File: config.mk
export PLATFORM = sky130hd
export DESIGN_NAME = rotate_subtract_sleep_exec
export DESIGN_NICKNAME = d
export VERILOG_FILES = /design/src/common/exec_pkg.sv /design/src/design/rotate_subtract_sleep_exec.sv
export SDC_FILE = /design/constraint.sdc
export NUM_CORES = 1
export LEC_CHECK = 0
export BUFFER_PORTS_ARGS = -buffer_cell sky130_fd_sc_hd__buf_4
export CELL_PAD_IN_SITES_DETAIL_PLACEMENT = 1
export CELL_PAD_IN_SITES_GLOBAL_PLACEMENT = 1
export CORE_AREA = 2 2 80 82
export CTS_BUF_LIST = sky130_fd_sc_hd__clkbuf_16
export DETAILED_ROUTE_END_ITERATION = 10
export DIE_AREA = 0 0 82 84
export PLACE_DENSITY = 0.84
export SYNTH_ARGS = -nofsm -noshare
export SYNTH_HDL_FRONTEND = slang
export SYNTH_SLANG_ARGS = --single-unit
File: constraint.sdc
create_clock -name clk -period 2.8 [get_ports clk]
set_input_delay 0.14 -clock clk [delete_from_list [all_inputs] [get_ports clk]]
set_output_delay 0.14 -clock clk [all_outputs]
set_load 0.02 [all_outputs]
File: src/common/exec_pkg.sv
// constants and types for the rotate, subtract, swap and sleep execution block
package exec_pkg;
    // ==========================================
    // operand fields
    localparam int DATA_W = 8;
    localparam int ADDR_W = 7;
    localparam int NIB_W = 4;
    localparam logic DEST_ACC = 1'b0;
    localparam logic DEST_FILE = 1'b1;
    // ==========================================
    // reset values
    localparam logic [7:0] ACC_RST = 8'h00;
    localparam logic [7:0] WATCHDOG_CLEAR = 8'h00;
    localparam logic [7:0] PRESC_CLEAR = 8'h00;
    localparam logic POWER_DOWN_RST = 1'b1;
    localparam logic EXPIRY_RST = 1'b1;
    // ==========================================
    // operations
    typedef enum logic [2:0] {
        OP_NONE,
        OP_ROTATE_LEFT_CARRY,
        OP_ROTATE_RIGHT_CARRY,
        OP_SUBTRACT_ACCUMULATOR_FROM_FILE,
        OP_NIBBLE_EXCHANGE,
        OP_SLEEP
    } exec_op_t;
    typedef enum logic {
        ST_RUN,
        ST_ASLEEP
    } run_state_t;
endpackage

File: src/design/rotate_subtract_sleep_exec.sv
// execution logic for rotate, subtract, nibble exchange and sleep
`timescale 1ns/1ps
// What this block does
// - rotate left: carry into bit 0, bit 7 into carry, only carry changes
// - rotate right: carry into bit 7, bit 0 into carry, only carry changes
// - destination bit 0 writes accumulator, 1 writes the addressed file register
// - file address is 7 bits, 0 to 127; destination is one bit
// - subtract computes file minus accumulator, 8-bit difference to destination
// - nibble exchange swaps halves, no status flag altered
// - sleep clears watchdog count to 00h and its prescaler
// - sleep clears power_down_bit and sets watchdog_expiry_bit, nothing else
// - sleep then halts the core with the oscillator stopped
module rotate_subtract_sleep_exec #(
    parameter int DATA_W = exec_pkg::DATA_W,
    parameter int ADDR_W = exec_pkg::ADDR_W
) (
    input wire logic clk,
    input wire logic rstn,
    input wire logic op_valid,
    input wire exec_pkg::exec_op_t op,
    input wire logic [ADDR_W-1:0] file_addr,
    input wire logic dest_sel,
    input wire logic [DATA_W-1:0] file_rdata,
    input wire logic wake,
    output logic [DATA_W-1:0] acc_q,
    output logic file_we_q,
    output logic [ADDR_W-1:0] file_waddr_q,
    output logic [DATA_W-1:0] file_wdata_q,
    output logic carry_q,
    output logic digit_carry_q,
    output logic zero_q,
    output logic power_down_bit_q,
    output logic watchdog_expiry_bit_q,
    output logic watchdog_clear_q,
    output logic [DATA_W-1:0] watchdog_count_q,
    output logic [DATA_W-1:0] watchdog_prescaler_q,
    output logic osc_stop_q,
    output logic asleep_q
);
    localparam int NIB = exec_pkg::NIB_W;

    // ==========================================
    // next-state logic
    logic [DATA_W-1:0] acc_d;
    logic file_we_d;
    logic [ADDR_W-1:0] file_waddr_d;
    logic [DATA_W-1:0] file_wdata_d;
    logic carry_d;
    logic digit_carry_d;
    logic zero_d;
    logic power_down_bit_d;
    logic watchdog_expiry_bit_d;
    logic watchdog_clear_d;
    logic [DATA_W-1:0] watchdog_count_d;
    logic [DATA_W-1:0] watchdog_prescaler_d;
    logic osc_stop_d;
    exec_pkg::run_state_t state_q;
    exec_pkg::run_state_t state_d;
    logic [DATA_W-1:0] result;
    logic write_result;
    logic [DATA_W:0] diff_ext;
    logic [NIB:0] diff_low;
    logic sub_borrow;
    logic sub_digit_borrow;
    logic sub_zero;
    logic exec_take;
    logic sleep_take;
    logic asleep_d;

    // ==========================================
    // instruction acceptance
    // nothing is taken while halted, so a stray strobe in sleep cannot touch state
    assign exec_take = op_valid && (state_q == exec_pkg::ST_RUN);
    assign sleep_take = exec_take && (op == exec_pkg::OP_SLEEP);

    // ==========================================
    // subtraction
    // one extra bit on each subtractor gives the borrow, so no magnitude compare is needed
    assign diff_ext = {1'b0, file_rdata} - {1'b0, acc_q};
    assign diff_low = {1'b0, file_rdata[NIB-1:0]} - {1'b0, acc_q[NIB-1:0]};
    assign sub_borrow = diff_ext[DATA_W];
    assign sub_digit_borrow = diff_low[NIB];
    assign sub_zero = (diff_ext[DATA_W-1:0] == '0);

    // ==========================================
    // datapath next-state logic
    always_comb begin
        acc_d = acc_q;
        file_we_d = 1'b0;
        file_waddr_d = file_waddr_q;
        file_wdata_d = file_wdata_q;
        carry_d = carry_q;
        digit_carry_d = digit_carry_q;
        zero_d = zero_q;
        result = file_rdata;
        write_result = 1'b0;
        // flags not named by the operation keep their value
        if (exec_take) begin
            case (op)
                exec_pkg::OP_ROTATE_LEFT_CARRY: begin
                    result = {file_rdata[DATA_W-2:0], carry_q};
                    carry_d = file_rdata[DATA_W-1];
                    write_result = 1'b1;
                end
                exec_pkg::OP_ROTATE_RIGHT_CARRY: begin
                    result = {carry_q, file_rdata[DATA_W-1:1]};
                    carry_d = file_rdata[0];
                    write_result = 1'b1;
                end
                exec_pkg::OP_SUBTRACT_ACCUMULATOR_FROM_FILE: begin
                    result = diff_ext[DATA_W-1:0];
                    // carry reads as not-borrow, so it is clear when acc > file
                    carry_d = ~sub_borrow;
                    digit_carry_d = ~sub_digit_borrow;
                    zero_d = sub_zero;
                    write_result = 1'b1;
                end
                exec_pkg::OP_NIBBLE_EXCHANGE: begin
                    result = {file_rdata[NIB-1:0], file_rdata[DATA_W-1:NIB]};
                    write_result = 1'b1;
                end
                default: begin
                    // sleep and the idle code leave the datapath alone
                    write_result = 1'b0;
                end
            endcase
            if (write_result) begin
                if (dest_sel == exec_pkg::DEST_FILE) begin
                    file_we_d = 1'b1;
                    file_waddr_d = file_addr;
                    file_wdata_d = result;
                end else begin
                    acc_d = result;
                end
            end
        end
    end

    // ==========================================
    // power and sleep next-state logic
    always_comb begin
        power_down_bit_d = power_down_bit_q;
        watchdog_expiry_bit_d = watchdog_expiry_bit_q;
        watchdog_clear_d = 1'b0;
        watchdog_count_d = watchdog_count_q;
        watchdog_prescaler_d = watchdog_prescaler_q;
        osc_stop_d = osc_stop_q;
        state_d = state_q;
        case (state_q)
            exec_pkg::ST_RUN: begin
                if (sleep_take) begin
                    watchdog_count_d = exec_pkg::WATCHDOG_CLEAR;
                    watchdog_prescaler_d = exec_pkg::PRESC_CLEAR;
                    watchdog_clear_d = 1'b1;
                    power_down_bit_d = 1'b0;
                    watchdog_expiry_bit_d = 1'b1;
                    osc_stop_d = 1'b1;
                    state_d = exec_pkg::ST_ASLEEP;
                end
            end
            exec_pkg::ST_ASLEEP: begin
                // wake-up sequencing lives elsewhere; this only restarts the core
                if (wake) begin
                    osc_stop_d = 1'b0;
                    state_d = exec_pkg::ST_RUN;
                end
            end
            default: begin
                state_d = exec_pkg::ST_RUN;
            end
        endcase
        // registered copy so the port is not a decode of the state
        asleep_d = (state_d == exec_pkg::ST_ASLEEP);
    end

    // ==========================================
    // datapath registers
    always_ff @(posedge clk or negedge rstn) begin
        if (!rstn) begin
            acc_q <= exec_pkg::ACC_RST;
            file_we_q <= 1'b0;
            file_waddr_q <= '0;
            file_wdata_q <= '0;
            carry_q <= 1'b0;
            digit_carry_q <= 1'b0;
            zero_q <= 1'b0;
        end else begin
            acc_q <= acc_d;
            file_we_q <= file_we_d;
            file_waddr_q <= file_waddr_d;
            file_wdata_q <= file_wdata_d;
            carry_q <= carry_d;
            digit_carry_q <= digit_carry_d;
            zero_q <= zero_d;
        end
    end

    // ==========================================
    // power and sleep registers
    always_ff @(posedge clk or negedge rstn) begin
        if (!rstn) begin
            power_down_bit_q <= exec_pkg::POWER_DOWN_RST;
            watchdog_expiry_bit_q <= exec_pkg::EXPIRY_RST;
            watchdog_clear_q <= 1'b0;
            watchdog_count_q <= exec_pkg::WATCHDOG_CLEAR;
            watchdog_prescaler_q <= exec_pkg::PRESC_CLEAR;
            osc_stop_q <= 1'b0;
            state_q <= exec_pkg::ST_RUN;
            asleep_q <= 1'b0;
        end else begin
            power_down_bit_q <= power_down_bit_d;
            watchdog_expiry_bit_q <= watchdog_expiry_bit_d;
            watchdog_clear_q <= watchdog_clear_d;
            watchdog_count_q <= watchdog_count_d;
            watchdog_prescaler_q <= watchdog_prescaler_d;
            osc_stop_q <= osc_stop_d;
            state_q <= state_d;
            asleep_q <= asleep_d;
        end
    end
endmodule

==> flow_summary.ini, run 1 <==
[die]
rows = 29
core-area_sq_um = 6096
die_area_sq_um = 6888
pin_count = 71
die_h_microns = 84
die-width_microns = 82
initial_core_util = 0.3539

[place]
postPlaceCellArea_sq_um = 2524
io_buffers = 53
gp_congestion = 0.8948
hpwl_microns = 4622
dp_slack_ps = 520.8

[sta]
relSlewSlack = 0.6157
skew_ps = 2.916
finalSetupTns_ps = 0
period_minus_slack_ps = 2285
maxSlewViolCount = 0
post-route-period-util = 0.8162
finalHoldViolCount = 0
finalSetupViolCount = 0
rsz0062_at_grt = no
setup_ws_ps = 514.6
tightestPinTransition_ps = 575.8
fmax_mhz = 437.6

[clocking]
cts_tree = done
cts_buffers = 5
ctsResizeCount = 0
clkTransAtPathRegs_ps = 50
htreeDepth = 2
max-clock-path-buffers = 2
postCtsSetupRepairBufs = 0
clock-sinks = 31
clk-insertion-delay-late_ps = 280
cts_root_buffer = clkbuf_16
cts_hold_buf = 1

[detailed_routing]
drc = 0
ant_nets = 0
wire_per_inst_microns = 16.96
drtIter0Drc = 143
post_drt_via_cell_ratio = 5.241
routed_wl_microns = 6189
drt-pass1-iter-count = 4
vias = 1913

[logic_synthesis]
synth_sequential_area_ratio = 0.3602
synth_edf_count = 0
ys.flop_type = dfrtp_1
synthSimpleGateAreaFrac = 0.1613
ys_ff_latch = 31
syn_area_per_cell_sq_um = 9.140
async_reset_ff_frac = 1.000
yosysWarnings = 0
synthesis.area_sq_um = 2157
synth_cell_types = 54
synth-xor-area-share = 0.02378
syn_inst = 236
synth_top_family_by_area = compound AO/OA/AOI/OAI gates
synth_compound_area_frac = 0.1845
synthAdderAreaFrac = 0.05568
synthMuxAreaShare = 0.09281

[global_route]
grt_pass1_vias = 2013
overflow = 0
antenna_found_initial = 0
grt_use_total = 0.1925
grt_max_degree = 32
grt_pass1_wl_microns = 10210

[setup_path]
crit_fanout = 3
critical_path.endpoint_type = register
arrival_ps = 2450
cp.required_ps = 2960
start_kind = register
critPathKind = register to register

[final_layout]
final_core_util = 0.4386
fill_cells = 725
drive_above_1_share = 0.2986
nets = 319
multiInputGateArea_sq_um = 1181
n_antenna_cell = 0
regArea_sq_um = 777.0
design_area_sq_um = 2674
area_growth_syn_to_layout_pct = 23.96

[pwr]
peakVddDrop_mv = 0.4003
power.leakage_uw = 0.001288
powerDensity_nw_per_um2 = 797.9

[run_status]
status = complete, no violations

[hold_path]
hp-class = input port to register

[flow_run]
maxCapViolations = 0
-- layout make-up --
type	count	area share
Multi-Input combinational cell	176	0.4417
Sequential cell	31	0.2906
Timing Repair Buffer	54	0.1526
Clock buffer	5	0.04679
Tap cell	77	0.03603
Inverter	19	0.02667
Clock inverter	3	0.005615
-- sequential cells by signal, indices dropped and copies added, names as in the netlist --
name              cells
state_q               1
file_wdata_q          8
power_down_bit_q      1
osc_stop_q            1
carry_q               1
acc_q                 8
file_waddr_q          7
file_we_q             1
digit_carry_q         1
watchdog_clear_q      1
zero_q                1
-- placed cells by master, fill, tap and decap left out, types with 4 or more instances in the layout --
| cell type | synthesis | layout |
|---|---|---|
| inv_1 | 16 | 16 |
| nand2_1 | 37 | 37 |
| nor2b_1 | 5 | 5 |
| dfrtp_1 | 30 | 30 |
| conb_1 | 2 | 17 |
| nor2_1 | 7 | 7 |
| mux2_2 | 14 | 14 |
| o22ai_1 | 6 | 6 |
| ha_1 | 8 | 8 |
| clkbuf_16 | 0 | 5 |
| o21ai_0 | 7 | 7 |
| buf_4 | 19 | 53 |
| o211ai_1 | 4 | 4 |
| nor3_1 | 8 | 8 |
| a21oi_1 | 14 | 14 |
-- path summary, 6_finish.rpt --
| kind | cells past startpoint | end | slack [ps] | from |
|---|---|---|---|---|
| setup reg to reg | 9 | acc_q[6] | 510 | acc_q[0] |
| max in group asynchronous | 2 | power_down_bit_q | 2120 | rstn |
| setup / recovery | 9 | acc_q[6] | 510 | acc_q[0] |
| min in group asynchronous | 2 | acc_q[6] | 350 | rstn |
| hold / removal | 3 | file_waddr_q[4] | 60 | file_addr[4] |
| hold reg to reg | 2 | file_waddr_q[3] | 480 | file_waddr_q[3] |
-- critical path, stage by stage, from the launching register on --
cell	delay [ps]
dfrtp_1	370
ha_1	180
inv_1	50
fa_1	430
a21oi_1	140
o21ai_0	110
a21oi_1	240
xnor2_1	180
o21ai_0	180
mux2_2	300
-- power breakdown --
part | switching [uW] | internal (uW) | total (uW)
combinational | 556 | 412 | 968
sequential | 78.3 | 562 | 641
clock | 202 | 323 | 525
-- metal layers --
layer,wire (microns),track usage,vias up
met5,0,0,-
met4,114,0.05455,0
met3,363,0.04437,14
met2,3104,0.3156,68
met1,2606,0.2503,933
li1,-,-,898
-- through the flow --
| step | power (uW) | hold WS, ps | instances |
|---|---|---|---|
| 5_1_grt | 2269 | 62.49 | 365 |
| 6_report | 2133 | 58.56 | 365 |
| 2_1_floorplan | 1268 | -155.6 | 251 |
| 4_1_cts | 2150 | 56.52 | 365 |
| 3_5_place_dp | 1612 | 108.8 | 356 |
| 3_3_place_gp | 1581 | 101.0 | 356 |
-- cells in the mapped netlist, drive strengths merged, types with 5 or more instances --
cell type,count,area [sq um]
a21oi,15,78.83
mux2,14,157.7
o22ai,6,37.54
nor3,8,40.04
dfrtp,30,750.7
o211ai,5,42.54
ha,8,100.1
buf,24,180.2
nor2,10,63.82
inv,19,71.32
nor2b,5,31.28
o21ai,7,35.03
nand2,37,138.9
-- cell families after synthesis --
| logic type | count (synthesis) |
|---|---|
| AO/OA/AOI/OAI | 57 |
| multiplexers | 17 |
| AND/OR/NAND/NOR | 71 |
| buffers and inverters | 44 |
| other | 2 |
| adder cells (fa/ha/maj) | 9 |
| XOR/XNOR | 5 |
| flip-flops | 31 |
Note: power is estimated with default switching activity, not from simulation.
==> inputs of run 2 (changes only) <==
--- a/config.mk
+++ b/config.mk
@@ -8,11 +8,11 @@
 export BUFFER_PORTS_ARGS = -buffer_cell sky130_fd_sc_hd__buf_4
 export CELL_PAD_IN_SITES_DETAIL_PLACEMENT = 1
 export CELL_PAD_IN_SITES_GLOBAL_PLACEMENT = 1
-export CORE_AREA = 2 2 80 82
+export CORE_AREA = 2 2 83 85
 export CTS_BUF_LIST = sky130_fd_sc_hd__clkbuf_16
 export DETAILED_ROUTE_END_ITERATION = 10
-export DIE_AREA = 0 0 82 84
-export PLACE_DENSITY = 0.84
+export DIE_AREA = 0 0 85 87
+export PLACE_DENSITY = 0.82
 export SYNTH_ARGS = -nofsm -noshare
 export SYNTH_HDL_FRONTEND = slang
 export SYNTH_SLANG_ARGS = --single-unit
==> constraint.sdc (replaced) <==
create_clock -name clk -period 1.9 [get_ports clk]
set_input_delay 0.095 -clock clk [delete_from_list [all_inputs] [get_ports clk]]
set_output_delay 0.095 -clock clk [all_outputs]
set_load 0.02 [all_outputs]
==> flow_summary.ini, run 2 (same netlist as run 1, synthesis figures left out) <==
[run_status]
status = finished with violations
violations = setup timing

[sta]
rsz0062_at_grt = yes
tightestPinTransition_ps = 537.7
relSlewSlack = 0.6387
skew_ps = 7.424
finalHoldViolCount = 0
setup_ws_ps = -192.4
maxSlewViolCount = 0
finalSetupTns_ps = -1649
period_minus_slack_ps = 2092
fmax_mhz = 477.9
post-route-period-util = 1.101
finalSetupViolCount = 13

[die]
die-width_microns = 85
die_area_sq_um = 7395
rows = 30
pin_count = 71
core-area_sq_um = 6569
die_h_microns = 87
initial_core_util = 0.3284

[clocking]
clock-sinks = 31
clkTransAtPathRegs_ps = 60
max-clock-path-buffers = 2
clk-insertion-delay-late_ps = 280
cts_root_buffer = clkbuf_16
cts_buffers = 5
cts_tree = done
htreeDepth = 2

[place]
postPlaceCellArea_sq_um = 2700
dp_slack_ps = -184.0
hpwl_microns = 4980
io_buffers = 53
gp_congestion = 0.8974

[global_route]
overflow = 0
grt_pass1_vias = 2309
grt_max_degree = 32
antenna_found_initial = 0
grt_pass1_wl_microns = 12280
grt_use_total = 0.2138

[hold_path]
hold_path_end = file_waddr_q[0]
min_from = file_addr[0]
hp-class = input port to register
hold_depth = 3

[setup_path]
arrival_ps = 2250
rrSetupSlack_ps = -190
critPathKind = register to register
r2r_end = digit_carry_q
cp.required_ps = 2050
rr_worst_depth = 12
crit_fanout = 3
r2r_start = acc_q[0]
critical_path.endpoint_type = register
start_kind = register

[detailed_routing]
ant_nets = 0
routed_wl_microns = 7995
post_drt_via_cell_ratio = 5.426
vias = 2138
drt-pass1-iter-count = 5
drtIter0Drc = 157
drc = 0
wire_per_inst_microns = 20.29

[final_layout]
top_regs = acc_q x8, file_wdata_q x8, file_waddr_q x7
nets = 345
mostFrequentLayoutCell = buf_4
area_growth_syn_to_layout_pct = 45.88
design_area_sq_um = 3147
drive_above_1_share = 0.4745
multiInputGateArea_sq_um = 1408
fill_cells = 746
n_antenna_cell = 0
final_cell_mix = 74 x buf_4, 37 x nand2_1, 26 x dfrtp_1
regArea_sq_um = 782.0

[pwr]
peakVddDrop_mv = 0.5941
power.leakage_uw = 0.001492
powerDensity_nw_per_um2 = 1307

[flow_run]
maxCapViolations = 0
==> run 2: cell count changes in the layout (fill, tap and decap cells not counted), sizes merged <==
cell,before,now
buf,53,79
clkinvlp,1,0
bufinv,0,1
==> run 2: metal layers <==
| metal | GRT usage | up-vias | share of wire |
|---|---|---|---|
| li1 | - | 949 | - |
| met1 | 0.2459 | 1056 | 0.39 |
| met2 | 0.3615 | 102 | 0.51 |
| met3 | 0.05308 | 31 | 0.055 |
| met4 | 0.1241 | 0 | 0.048 |
| met5 | 0 | - | 0 |
==> run 2: layout make-up <==
class / count / share of cell area
timing repair buffer: 80 / 0.1976
inverter: 19 / 0.02266
clock inverter: 3 / 0.01233
multi-input combinational: 176 / 0.4473
clock buffer: 5 / 0.03976
sequential: 31 / 0.2485
tap: 80 / 0.03181
==> run 2: critical path, stage by stage (launching register included) <==
cell,delay (ps)
dfrtp_2,380
ha_4,140
inv_2,40
fa_2,380
a21o_2,240
a21oi_4,170
buf_4,140
buf_6,90
buf_6,90
buf_6,80
buf_6,80
buf_6,80
a21oi_2,50
==> run 2: through the flow <==
| step | utilization | std cells | hold WS, ps | power (uW) |
|---|---|---|---|---|
| after floorplan | - | 251 | -200.6 | 1933 |
| after global placement | 0.4110 | 375 | 62.28 | 2539 |
| after detailed placement | 0.4110 | 375 | 68.71 | 2606 |
| after CTS | 0.4659 | 393 | 4.981 | 3891 |
| after global routing | 0.4790 | 394 | 20.92 | 4299 |
| final | 0.4790 | 394 | 6.808 | 4114 |
==> run 2: worst max path at each step <==
stage | startpoint | endpoint | slack, ps | depth (start not counted)
after floorplan | acc_q[0] | file_wdata_q[4] | -90 | 8
after global placement | acc_q[1] | file_wdata_q[4] | -130 | 8
after detailed placement | acc_q[0] | acc_q[6] | -180 | 9
after CTS | acc_q[0] | file_wdata_q[2] | -190 | 9
after global routing | acc_q[0] | file_wdata_q[4] | -250 | 8
final | acc_q[0] | digit_carry_q | -190 | 12
==> run 2: timing repair <==
action | in CTS | in global routing
resized for setup | 28 | 16
pin swaps | 12 | 5
buffers inserted | 9 | 1
gates cloned | 0 | 0
hold endpoints to repair | 30 | 0
setup endpoints to repair | 16 | 17
hold buffers | 1 | 0
==> run 2: power breakdown <==
group	internal [uW]	switching [uW]
clock network	611	306
logic	1060	1180
registers	834	125
